### config.mk
export PLATFORM = sky130hd
export DESIGN_NAME = half_bridge_pwm
export DESIGN_NICKNAME = d
export VERILOG_FILES = /design/src/pkg/pwm_pkg.sv /design/src/hw/half_bridge_pwm.sv /design/src/hw/deadband_delay.sv
export SDC_FILE = /design/constraint.sdc
export NUM_CORES = 1
export LEC_CHECK = 0
export BUFFER_PORTS_ARGS = -buffer_cell sky130_fd_sc_hd__buf_4
export CORE_MARGIN = 10
export CORE_UTILIZATION = 49
export DETAILED_ROUTE_END_ITERATION = 8
export PLACE_DENSITY_LB_ADDON = 0.2
export SYNTH_ARGS = -nofsm -noshare
export SYNTH_HDL_FRONTEND = slang
export SYNTH_HIERARCHICAL = 1
export SYNTH_SLANG_ARGS = --single-unit
export TNS_END_PERCENT = 1
### constraint.sdc
create_clock -name clk -period 2.3 [get_ports clk]
set_input_delay 0.115 -clock clk [delete_from_list [all_inputs] [get_ports clk]]
set_output_delay 0.115 -clock clk [all_outputs]
set_load 0.03 [all_outputs]
### src/pkg/pwm_pkg.sv
// Purpose: shared constants and types for the half-bridge pwm stage
// Assumes: apb register access, one clock
// Notes:   all offsets are byte addresses of aligned 32-bit words
`default_nettype none

package pwm_pkg;

  // ----------------------------------------------------------------
  // register map
  // ----------------------------------------------------------------
  localparam logic [7:0] OFF_CTRL     = 8'h00;
  localparam logic [7:0] OFF_TIMING   = 8'h04;
  localparam logic [7:0] OFF_DEADBAND = 8'h08;
  localparam logic [7:0] OFF_SHUTDOWN = 8'h0C;
  localparam logic [7:0] OFF_DIR      = 8'h10;
  localparam logic [7:0] OFF_IRQ_STAT = 8'h14;
  localparam logic [7:0] OFF_IRQ_MASK = 8'h18;

  // ----------------------------------------------------------------
  // field positions
  // ----------------------------------------------------------------
  localparam int POS_POLARITY  = 0;   // output_polarity_sel, 2 bits
  localparam int POS_ENABLE    = 2;
  localparam int POS_PERIOD    = 0;   // 8 bits
  localparam int POS_DUTY      = 8;   // 8 bits
  localparam int POS_DB_COUNT  = 0;   // deadband_count, 7 bits
  localparam int POS_RESTART   = 7;   // auto_restart_en
  localparam int POS_SD_STATUS = 0;   // shutdown_status
  localparam int POS_SD_CMP_EN = 1;
  localparam int POS_SD_EXT_EN = 2;
  localparam int POS_SD_CAUSE  = 3;   // read only
  localparam int POS_IRQ_PER   = 0;   // period_timer_flag
  localparam int POS_IRQ_SD    = 1;

  localparam int DB_W   = 7;
  localparam int CNT_W  = 8;
  localparam int IRQ_W  = 2;
  localparam int PINS   = 4;

  // ----------------------------------------------------------------
  // reset values
  // ----------------------------------------------------------------
  localparam logic [1:0]       RST_POLARITY = 2'h0;
  localparam logic [CNT_W-1:0] RST_PERIOD   = 8'hFF;
  localparam logic [CNT_W-1:0] RST_DUTY     = 8'h00;
  localparam logic [DB_W-1:0]  RST_DB_COUNT = 7'h00;
  localparam logic [PINS-1:0]  RST_DIR      = 4'hF;   // all pins input
  localparam logic [IRQ_W-1:0] RST_IRQ      = 2'h0;

  // ----------------------------------------------------------------
  // types
  // ----------------------------------------------------------------
  typedef enum logic [1:0] {RUN_OFF, RUN_WAIT, RUN_ON} run_state_t;

  typedef struct packed {
    logic [PINS-1:0] out;   // pin level, bit0 = pwm_out_a .. bit3 = pwm_out_d
    logic [PINS-1:0] oe;    // high while the pin is driven
  } pin_bus_t;

  typedef struct packed {
    logic [1:0]       polaritySel;
    logic             enable;
    logic [CNT_W-1:0] period;
    logic [CNT_W-1:0] duty;
    logic [DB_W-1:0]  deadbandCount;
    logic             autoRestartEn;
    logic             cmpEn;
    logic             extEn;
    logic [PINS-1:0]  dir;
    logic [IRQ_W-1:0] irqMask;
  } cfg_t;

endpackage : pwm_pkg

`default_nettype wire

### src/hw/half_bridge_pwm.sv
// Purpose: half-bridge pwm stage with dead band and auto-shutdown
// Assumes: apb slave, clk is the instruction clock, shutdown inputs synchronous
// Notes:   pin c follows a and pin d follows b for full-bridge use
//
// Functional notes
// drive pwm on a, complement on b
// delay active edge by deadband_count cycles
// delay over duty keeps output inactive
// software clears direction bits to drive pins
// auto restart only when auto_restart_en set
// auto restart: status clears when cause ends
// no auto restart: status held until software clears
// resume output at next period start
// status writes ignored while cause active
// comparator shutdown is level, blocks clearing
// writing one to status forces shutdown
// polarity bits per pair a/c, b/d
// software sets polarity before enabling outputs
// software waits one period before output direction
// period flag set as next period begins
// all pins high impedance after reset
// shutdown holds outputs at inactive level
// dead band restarts at every active edge
`default_nettype none

module half_bridge_pwm (
  input  wire logic              clk,
  input  wire logic              rst,
  input  wire logic              psel,
  input  wire logic              penable,
  input  wire logic              pwrite,
  input  wire logic [7:0]        paddr,
  input  wire logic [31:0]       pwdata,
  output logic [31:0]            prdata,
  output logic                   pready,
  output logic                   pslverr,
  input  wire logic              shutdownCmp,
  input  wire logic              shutdownExt,
  output pwm_pkg::pin_bus_t      pwmPins,
  output logic                   irq
);

  // ----------------------------------------------------------------
  // apb decode
  // ----------------------------------------------------------------
  logic setup;
  logic access;
  logic wrAcc;
  logic rdAcc;
  logic mapped;

  assign setup  = psel && !penable;
  assign access = psel && penable;
  assign wrAcc  = access && pwrite && mapped;
  assign rdAcc  = access && !pwrite && mapped;
  assign pready = access;

  always_comb begin
    unique case (paddr)
      pwm_pkg::OFF_CTRL, pwm_pkg::OFF_TIMING, pwm_pkg::OFF_DEADBAND, pwm_pkg::OFF_SHUTDOWN,
      pwm_pkg::OFF_DIR, pwm_pkg::OFF_IRQ_STAT, pwm_pkg::OFF_IRQ_MASK: mapped = 1'b1;
      default:                                                      mapped = 1'b0;
    endcase
  end

  assign pslverr = access && !mapped;

  // ----------------------------------------------------------------
  // configuration registers
  // ----------------------------------------------------------------
  pwm_pkg::cfg_t cfg_q;
  pwm_pkg::cfg_t cfg_d;

  always_comb begin
    cfg_d = cfg_q;
    if (wrAcc) begin
      unique case (paddr)
        pwm_pkg::OFF_CTRL: begin
          cfg_d.polaritySel = pwdata[pwm_pkg::POS_POLARITY +: 2];
          cfg_d.enable      = pwdata[pwm_pkg::POS_ENABLE];
        end
        pwm_pkg::OFF_TIMING: begin
          cfg_d.period = pwdata[pwm_pkg::POS_PERIOD +: pwm_pkg::CNT_W];
          cfg_d.duty   = pwdata[pwm_pkg::POS_DUTY +: pwm_pkg::CNT_W];
        end
        pwm_pkg::OFF_DEADBAND: begin
          cfg_d.deadbandCount = pwdata[pwm_pkg::POS_DB_COUNT +: pwm_pkg::DB_W];
          cfg_d.autoRestartEn = pwdata[pwm_pkg::POS_RESTART];
        end
        pwm_pkg::OFF_SHUTDOWN: begin
          cfg_d.cmpEn = pwdata[pwm_pkg::POS_SD_CMP_EN];
          cfg_d.extEn = pwdata[pwm_pkg::POS_SD_EXT_EN];
        end
        pwm_pkg::OFF_DIR:      cfg_d.dir     = pwdata[pwm_pkg::PINS-1:0];
        pwm_pkg::OFF_IRQ_MASK: cfg_d.irqMask = pwdata[pwm_pkg::IRQ_W-1:0];
        default:               cfg_d = cfg_q;
      endcase
    end
  end

  always_ff @(posedge clk) begin
    if (rst) begin
      cfg_q.polaritySel   <= pwm_pkg::RST_POLARITY;
      cfg_q.enable        <= 1'b0;
      cfg_q.period        <= pwm_pkg::RST_PERIOD;
      cfg_q.duty          <= pwm_pkg::RST_DUTY;
      cfg_q.deadbandCount <= pwm_pkg::RST_DB_COUNT;
      cfg_q.autoRestartEn <= 1'b0;
      cfg_q.cmpEn         <= 1'b0;
      cfg_q.extEn         <= 1'b0;
      cfg_q.dir           <= pwm_pkg::RST_DIR;
      cfg_q.irqMask       <= pwm_pkg::RST_IRQ;
    end else begin
      cfg_q <= cfg_d;
    end
  end

  // ----------------------------------------------------------------
  // period timer
  // ----------------------------------------------------------------
  logic [pwm_pkg::CNT_W-1:0] tmr_q;
  logic [pwm_pkg::CNT_W-1:0] tmr_d;
  logic                      periodStart;

  assign periodStart = cfg_q.enable && (tmr_q == cfg_q.period);

  always_comb begin
    tmr_d = tmr_q;
    if (!cfg_q.enable || periodStart) begin
      tmr_d = '0;
    end else begin
      tmr_d = tmr_q + 8'h01;
    end
  end

  always_ff @(posedge clk) begin
    if (rst) begin
      tmr_q <= '0;
    end else begin
      tmr_q <= tmr_d;
    end
  end

  // ----------------------------------------------------------------
  // auto-shutdown
  // ----------------------------------------------------------------
  logic sdStatus_q;
  logic sdStatus_d;
  logic forced_q;
  logic forced_d;
  logic cmpCause;
  logic cause;
  logic sdWrite;

  assign cmpCause = cfg_q.cmpEn && shutdownCmp;
  assign cause    = cmpCause || (cfg_q.extEn && shutdownExt);
  assign sdWrite  = wrAcc && (paddr == pwm_pkg::OFF_SHUTDOWN);

  always_comb begin
    sdStatus_d = sdStatus_q;
    forced_d   = forced_q;
    if (cause) begin
      sdStatus_d = 1'b1;                         // cause always wins; writes ignored
    end else if (sdWrite && pwdata[pwm_pkg::POS_SD_STATUS]) begin
      sdStatus_d = 1'b1;                         // forced shutdown
      forced_d   = 1'b1;
    end else if (sdWrite) begin
      sdStatus_d = 1'b0;                         // software clear
      forced_d   = 1'b0;
    end else if (cfg_q.autoRestartEn && !forced_q) begin
      sdStatus_d = 1'b0;                         // hardware clear once cause gone
    end
  end

  always_ff @(posedge clk) begin
    if (rst) begin
      sdStatus_q <= 1'b0;
      forced_q   <= 1'b0;
    end else begin
      sdStatus_q <= sdStatus_d;
      forced_q   <= forced_d;
    end
  end

  // ----------------------------------------------------------------
  // run control
  // ----------------------------------------------------------------
  pwm_pkg::run_state_t run_q;
  pwm_pkg::run_state_t run_d;

  always_comb begin
    run_d = run_q;
    unique case (run_q)
      pwm_pkg::RUN_OFF: begin
        if (cfg_q.enable && !sdStatus_q) begin
          run_d = pwm_pkg::RUN_WAIT;
        end
      end
      pwm_pkg::RUN_WAIT: begin
        if (!cfg_q.enable) begin
          run_d = pwm_pkg::RUN_OFF;
        end else if (periodStart && !sdStatus_q) begin
          run_d = pwm_pkg::RUN_ON;               // resume only at a period boundary
        end
      end
      pwm_pkg::RUN_ON: begin
        if (!cfg_q.enable) begin
          run_d = pwm_pkg::RUN_OFF;
        end else if (sdStatus_q) begin
          run_d = pwm_pkg::RUN_WAIT;
        end
      end
    endcase
  end

  always_ff @(posedge clk) begin
    if (rst) begin
      run_q <= pwm_pkg::RUN_OFF;
    end else begin
      run_q <= run_d;
    end
  end

  // ----------------------------------------------------------------
  // modulation and dead band
  // ----------------------------------------------------------------
  logic rawPwm;
  logic reqA;
  logic reqB;
  logic actA;
  logic actB;

  assign rawPwm = (run_q == pwm_pkg::RUN_ON) && !sdStatus_q && (tmr_q < cfg_q.duty);
  assign reqA   = rawPwm;
  assign reqB   = (run_q == pwm_pkg::RUN_ON) && !sdStatus_q && !rawPwm; // complement

  deadband_delay dbA (
    .clk        (clk),
    .rst        (rst),
    .activeReq  (reqA),
    .delayCount (cfg_q.deadbandCount),
    .activeOut  (actA)
  );

  deadband_delay dbB (
    .clk        (clk),
    .rst        (rst),
    .activeReq  (reqB),
    .delayCount (cfg_q.deadbandCount),
    .activeOut  (actB)
  );

  // ----------------------------------------------------------------
  // pins
  // ----------------------------------------------------------------
  pwm_pkg::pin_bus_t pins_q;
  pwm_pkg::pin_bus_t pins_d;
  logic              lvlA;
  logic              lvlB;

  always_comb begin
    lvlA      = (actA && !sdStatus_q) ^ cfg_q.polaritySel[0];   // pair a/c
    lvlB      = (actB && !sdStatus_q) ^ cfg_q.polaritySel[1];   // pair b/d
    pins_d.out = {lvlB, lvlA, lvlB, lvlA};
    pins_d.oe  = ~cfg_q.dir;                                    // driven only once software clears dir
  end

  always_ff @(posedge clk) begin
    if (rst) begin
      pins_q.out <= '0;
      pins_q.oe  <= '0;                                         // high impedance after reset
    end else begin
      pins_q <= pins_d;
    end
  end

  assign pwmPins = pins_q;

  // ----------------------------------------------------------------
  // interrupts
  // ----------------------------------------------------------------
  logic [pwm_pkg::IRQ_W-1:0] irqStat_q;
  logic [pwm_pkg::IRQ_W-1:0] irqStat_d;
  logic [pwm_pkg::IRQ_W-1:0] irqEvt;
  logic                      irqRead;

  assign irqRead = rdAcc && (paddr == pwm_pkg::OFF_IRQ_STAT);

  always_comb begin
    irqEvt                     = '0;
    irqEvt[pwm_pkg::POS_IRQ_PER] = periodStart;                 // period_timer_flag
    irqEvt[pwm_pkg::POS_IRQ_SD]  = sdStatus_d && !sdStatus_q;
    irqStat_d = (irqRead ? '0 : irqStat_q) | irqEvt;           // set wins over read clear
  end

  always_ff @(posedge clk) begin
    if (rst) begin
      irqStat_q <= pwm_pkg::RST_IRQ;
    end else begin
      irqStat_q <= irqStat_d;
    end
  end

  assign irq = |(irqStat_q & cfg_q.irqMask);

  // ----------------------------------------------------------------
  // read data
  // ----------------------------------------------------------------
  logic [31:0] rd_q;
  logic [31:0] rd_d;

  always_comb begin
    rd_d = rd_q;
    if (setup) begin
      rd_d = '0;
      unique case (paddr)
        pwm_pkg::OFF_CTRL: begin
          rd_d[pwm_pkg::POS_POLARITY +: 2] = cfg_q.polaritySel;
          rd_d[pwm_pkg::POS_ENABLE]        = cfg_q.enable;
        end
        pwm_pkg::OFF_TIMING: begin
          rd_d[pwm_pkg::POS_PERIOD +: pwm_pkg::CNT_W] = cfg_q.period;
          rd_d[pwm_pkg::POS_DUTY +: pwm_pkg::CNT_W]   = cfg_q.duty;
        end
        pwm_pkg::OFF_DEADBAND: begin
          rd_d[pwm_pkg::POS_DB_COUNT +: pwm_pkg::DB_W] = cfg_q.deadbandCount;
          rd_d[pwm_pkg::POS_RESTART]                   = cfg_q.autoRestartEn;
        end
        pwm_pkg::OFF_SHUTDOWN: begin
          rd_d[pwm_pkg::POS_SD_STATUS] = sdStatus_q;
          rd_d[pwm_pkg::POS_SD_CMP_EN] = cfg_q.cmpEn;
          rd_d[pwm_pkg::POS_SD_EXT_EN] = cfg_q.extEn;
          rd_d[pwm_pkg::POS_SD_CAUSE]  = cause;
        end
        pwm_pkg::OFF_DIR:      rd_d[pwm_pkg::PINS-1:0]  = cfg_q.dir;
        pwm_pkg::OFF_IRQ_STAT: rd_d[pwm_pkg::IRQ_W-1:0] = irqStat_q;
        pwm_pkg::OFF_IRQ_MASK: rd_d[pwm_pkg::IRQ_W-1:0] = cfg_q.irqMask;
        default:               rd_d = '0;
      endcase
    end
  end

  always_ff @(posedge clk) begin
    if (rst) begin
      rd_q <= '0;
    end else begin
      rd_q <= rd_d;
    end
  end

  assign prdata = rd_q;

endmodule : half_bridge_pwm

`default_nettype wire

### src/hw/deadband_delay.sv
// Purpose: delays the inactive-to-active edge of one output
// Assumes: request and count synchronous to clk
// Notes:   falling edge of the request passes after one register
`default_nettype none

module deadband_delay (
  input  wire logic                   clk,
  input  wire logic                   rst,
  input  wire logic                   activeReq,
  input  wire logic [pwm_pkg::DB_W-1:0] delayCount,
  output logic                        activeOut
);

  logic [pwm_pkg::DB_W-1:0] cnt_q;
  logic [pwm_pkg::DB_W-1:0] cnt_d;
  logic                     out_q;
  logic                     out_d;

  always_comb begin
    cnt_d = cnt_q;
    out_d = out_q;
    if (!activeReq) begin
      cnt_d = delayCount;              // reload while inactive
      out_d = 1'b0;
    end else if (cnt_q == '0) begin
      out_d = 1'b1;                    // active only after full delay
    end else begin
      cnt_d = cnt_q - 7'h01;           // request shorter than delay never activates
    end
  end

  always_ff @(posedge clk) begin
    if (rst) begin
      cnt_q <= pwm_pkg::RST_DB_COUNT;
      out_q <= 1'b0;
    end else begin
      cnt_q <= cnt_d;
      out_q <= out_d;
    end
  end

  assign activeOut = out_q;

endmodule : deadband_delay

`default_nettype wire

# ---- After elaboration in Yosys (flattened, before gate mapping)
# Index checks and enable logic that the tools add are counted.
dict set report word_totals {
  regBits 89
  inputBits 47
  elab_cells 120
}
dict set report classes {
  addsub 3
  order_cmp 1
  n_eq_ne 14
  n_mux 23
  n_bitwise 8
  n_reduce_logical 49
}
# op count
set op_table {}
lappend op_table {{$mux 7} 4}
lappend op_table {{$eq 8x5->1 const B} 3}
lappend op_table {{$logic_and 1x1->1} 22}
lappend op_table {{$eq 8x4->1 const B} 2}
lappend op_table {{$logic_not 7->1} 2}
lappend op_table {{$pmux 2 s7} 1}
lappend op_table {{$reduce_and 2->1} 7}
lappend op_table {{$sub 7x1->7 const B} 2}
lappend op_table {{$mux 2} 6}
lappend op_table {{$add 8x1->8 const B} 1}
lappend op_table {{$eq 8x3->1 const B} 1}
lappend op_table {{$eq 8x8->1} 1}
lappend op_table {{$logic_not 8->1} 1}
lappend op_table {{$lt 8x8->1} 1}
lappend op_table {{$mux 8} 1}
lappend op_table {{$pmux 4 s2} 1}
lappend op_table {{$reduce_or 2->1} 4}
lappend op_table {{$logic_not 1->1} 7}
lappend op_table {{$mux 1} 7}
lappend op_table {{$reduce_or 7->1} 1}
lappend op_table {{$ne 2x2->1 const B} 3}
lappend op_table {{$ne 3x3->1 const B} 2}
lappend op_table {{$pmux 2 s3} 1}
lappend op_table {{$pmux 1 s5} 1}
lappend op_table {{other kinds (12)} 16}

# ---- Longest topological paths before layout
dict set report depth {
  ltp_word 10
  ltp_mapped 10
}

# ---- By module
# Netlist, hierarchy kept.
# module n_inst cells_each area_per_inst_um2 seq_area_each_um2
set modules_own_cells {}
lappend modules_own_cells {half_bridge_pwm 1 403 3345.7 1421.4}
lappend modules_own_cells {deadband_delay 2 54 456.7 160.2}

# ---- Worst setup path before layout
# Ideal clock, no wire load.
dict set report synth_path {
  path_kind {reg-to-reg}
  start {reg cfg_q[20] (netlist name)}
  end {reg dbA/cnt_q[6] (netlist name)}
  arrival_time_ns 2.036
  path_slack_ns 0.173
  stages_incl_launch_ff 11
  n_path_buf 1
  path_cell_list {dfxtp_1 inv_1 ha_1 a21o_1 a211oi_1 o21ai_1 a21oi_1 and3_1 clkbuf_1 nor2_1 a311oi_1}
}
dict set report synth_via {
  elab_chain_len 3
}
# item line
set synth_rtl {}
lappend synth_rtl {{start: declaration} half_bridge_pwm.sv:71} ;# pwm_pkg::cfg_t cfg_q;
lappend synth_rtl {{start signal: assignment} half_bridge_pwm.sv:114} ;# cfg_q <= cfg_d;
lappend synth_rtl {{$lt 8x8->1 (*)} half_bridge_pwm.sv:233} ;# assign rawPwm = (run_q == pwm_pkg::RUN_ON) && !sdStatus_q && (tmr_q < cfg_q.duty);
lappend synth_rtl {{$logic_and 1x1->1 (*)} half_bridge_pwm.sv:233}
lappend synth_rtl {{via rawPwm} half_bridge_pwm.sv:227} ;# logic rawPwm;
lappend synth_rtl {{$ne 2x2->1 (no line) or $mux 7 (tied branches)} n/a}
lappend synth_rtl {{end signal: assignment} deadband_delay.sv:34} ;# cnt_q <= pwm_pkg::RST_DB_COUNT;
lappend synth_rtl {{end signal: assignment} deadband_delay.sv:37} ;# cnt_q <= cnt_d;
lappend synth_rtl {{end: declaration} deadband_delay.sv:14} ;# logic [pwm_pkg::DB_W-1:0] cnt_q;
# The timed path passes the listed nets; every way through them passes the cells marked *.
# A chain may end at the register's enable or synchronous reset.

# ---- Worst setup path in the final report
dict set report layout_path {
  start {reg cfg_q[20] (netlist name)}
  end {reg dbA/cnt_q[0] (netlist name)}
}
# Same word-level chain as after synthesis.

==> impl_metrics.yaml <==
run_status:
  status: "completed"
floorplanning:
  pin_count: 90
  die_w_um: 113
  start_util_pct: 51.1
  fp.dieH_um: 113
  core_area_um2: 8340
  rows: 33
  dieArea_um2: 12800
route:
  first_pass_iters: 5
  routedWlPerCell_um: 15.9
  drc_errors: 0
  ant_nets: 0
  avgViaCountPerCell: 5.58
  drt-initial-drc-count: 210
  finalWirelength_um: 11100
  num_vias: 3899
synthesis:
  synth_compound_area_share_pct: 15.0
  ys_warn_count: 6
  ys_types: 57
  synthAdderAreaFrac_pct: 3.53
  yosysSeqAreaShare_pct: 40.9
  avgSynthCellArea_um2: 8.33
  synth_top_family_by_area: "simple AND/OR/NAND/NOR gates"
  synth_mux_area_share_pct: 2.29
  synthXorXnorAreaFrac_pct: 4.73
  synthSimpleGateAreaFrac_pct: 25.6
  synth_cells: 511
  syn_area_um2: 4260
  synthDominantCellAreaShare_pct: 40.9
  synth-main-ff-cell: "dfxtp_1"
  synthTopCellsByCount: "dfxtp_1 (87), nor2_1 (53), nand2_1 (51), a21oi_1 (44), nor3_1 (25)"
  ys_async_sr_fraction_pct: 0
  synth_seq_cells: 87
  synth.largest_area_cell: "dfxtp_1"
  synth-edff-count: 0
  synth_area_leaders: "dfxtp_1 (41%), a21oi_1 (5.2%), nor2_1 (4.7%)"
  synth.most_common_cell: "dfxtp_1"
worst_setup_path:
  worstPathArrival_ns: 2.55
  crit_required_ns: 2.59
  path_max_fanout: 5
  end_kind: "register"
  path_delay_family: "simple AND/OR/NAND/NOR gates"
  worstSetupStartpointType: "register"
  max_stage_delay_ns: 0.49
  critPathKind: "reg2reg"
  path_cells: "inv_2, ha_4, a21o_1, a211oi_2, o21ai_1, a21oi_2, and3_4, nand2_2, or4_4, o221ai_2"
  cp_slowest_cell: "or4_4"
  path_buf_inv: 1
placed_design:
  dp_hpwl_um: 8090
  dp_worst_setup_slack_ns: -0.119
  place_congestion: 0.886
  port_buffers: 57
sta:
  setup_viol_count_final: 0
  fin_crit_ns: 2.26
  finalSetupTns_ns: 0
  fin_hold_ws_ns: 0.0384
  fin_crit_sh_pct: 98.4
  hold_violations: 0
  worst_slew_pin_slew_ns: 0.745
  timing.slew.headroom_pct: 50.2
  fmax_mhz: 442
  timing.final.ws_setup_ns: 0.0366
  maxSlewViolCount: 0
  finalClockSkew_ns: 0.0100
grt:
  grt_overflow_total: 0
  antenna_found_initial: 0
  grt_pass1_vias: 3798
  grt_first_pass_wirelength_um: 18400
  grt_max_degree: 53
  grt_use_total_pct: 17.0
cts:
  ctsLongestPathBuffers: 2
  cts_tree: "yes"
  htree_levels: 3
  clock_latency_ns: 0.36
  numCtsBuffers: 9
  cts_root_buffer: "clkbuf_8"
  cts.sinks: 87
  path_clk_slew_ns: 0.09
power_and_ir_drop:
  power.density_nw_per_um2: 574
  cellLeakagePower_nw: 1.99
  vdd_drop_max_mv: 0.385
layout:
  area_delta_synth_final_pct: 23.6
  diodes: 0
  drive_gt1_share_pct: 21.0
  nets: 648
worst_hold_path:
  hold_class: "in2reg"
job:
  max_cap_violations: 0
## cells by family after synthesis
logic type,count (synthesis)
and+or+nand+nor,213
AOI/OAI and AO/OA,99
DFF,87
buffers and inverters,69
xor gates and xnor gates,23
adders and majority gates,12
muxes,7
other,1
## report_power, final
group | switching (mW) | leakage [nW] | total [mW] | internal [mW]
clock network | 0.551 | 0.124 | 1.31 | 0.754
logic | 0.132 | 1.16 | 0.208 | 0.0761
registers | 0.00104 | 0.702 | 1.51 | 1.51
## state kept, by name, summed over array words and instances (netlist names)
register and flops:
dbB/activeOut 1, forced_q 1, irqStat_q 2, cfg_q 35
dbB/cnt_q 7, prdata 16, sdStatus_q 1, dbA/activeOut 1
pwmPins 6, dbA/cnt_q 7, run_q 2, tmr_q 8
## tightest hold or removal path: cells and delay by family
family	cells	cell delay (ns)
buffers and inverters	1	0.13
AO/OA/AOI/OAI	1	0.05
AND/OR/NAND/NOR	1	0.06
## per-stage QoR
step | util [%] | instance area [um2] | power (mW) | instances
after floorplan | - | 4320 | 1.68 | 526
after global placement | 57.8 | 4820 | 1.73 | 669
after detailed placement | 57.8 | 4820 | 1.73 | 669
after CTS | 62.3 | 5200 | 3.04 | 697
after global routing | 63.1 | 5260 | 3.12 | 699
final | 63.1 | 5260 | 3.02 | 699
## area by class of cell
| cell class | instances | area [um2] |
|---|---|---|
| fillers | 712 | 3080 |
| multi-input cells | 370 | 2300 |
| flip-flops and latches | 87 | 1740 |
| repair buffers | 96 | 751 |
| clock buffers | 11 | 141 |
| well taps | 105 | 131 |
| clock inverters | 5 | 104 |
| inverters | 25 | 93.8 |
## cell usage in the layout (no fill, tap or decap), types with 12 or more instances in the layout
cell,synthesis,routed
dfxtp_1,87,85
buf_4,18,84
nor2_1,53,53
nand2_1,51,50
a21oi_1,44,43
nand3_1,24,24
nor3_1,25,24
inv_1,23,22
conb_1,1,16
xor2_1,15,15
a22oi_1,13,13
dlygate4sd3_1,0,12
## per-layer routing
metal | wire length [um] | vias to the layer above | track usage [%]
met5 | 0 | - | 0
met4 | 234 | 0 | 6.51
met3 | 770 | 25 | 5.18
met2 | 5160 | 138 | 26.8
met1 | 4930 | 1815 | 21.3
li1 | - | 1921 | -
## path summary, 6_finish.rpt
kind         slack [ns]                   start  cells after the start                   endpoint
min                0.04               pwdata[3]                      3     cfg_q[12]$_SDFFE_PP0P_
max reg2reg        0.04  cfg_q[20]$_SDFFE_PP0P_                     10  dbA/cnt_q[0]$_SDFFE_PP0P_
max                0.04  cfg_q[20]$_SDFFE_PP0P_                     10  dbA/cnt_q[0]$_SDFFE_PP0P_
min reg2reg        0.46   cfg_q[4]$_SDFFE_PP1P_                      1      pwmPins[2]$_SDFF_PP0_
## repair_timing
action / in CTS / in global routing
setup endpoints to repair: 7 / 8
hold endpoints to repair: 12 / 0
pin swaps: 0 / 6
hold buffers: 12 / 0
buffers inserted: 0 / 2
gates resized for setup: 3 / 11
Power figures use the tool's default switching activity.
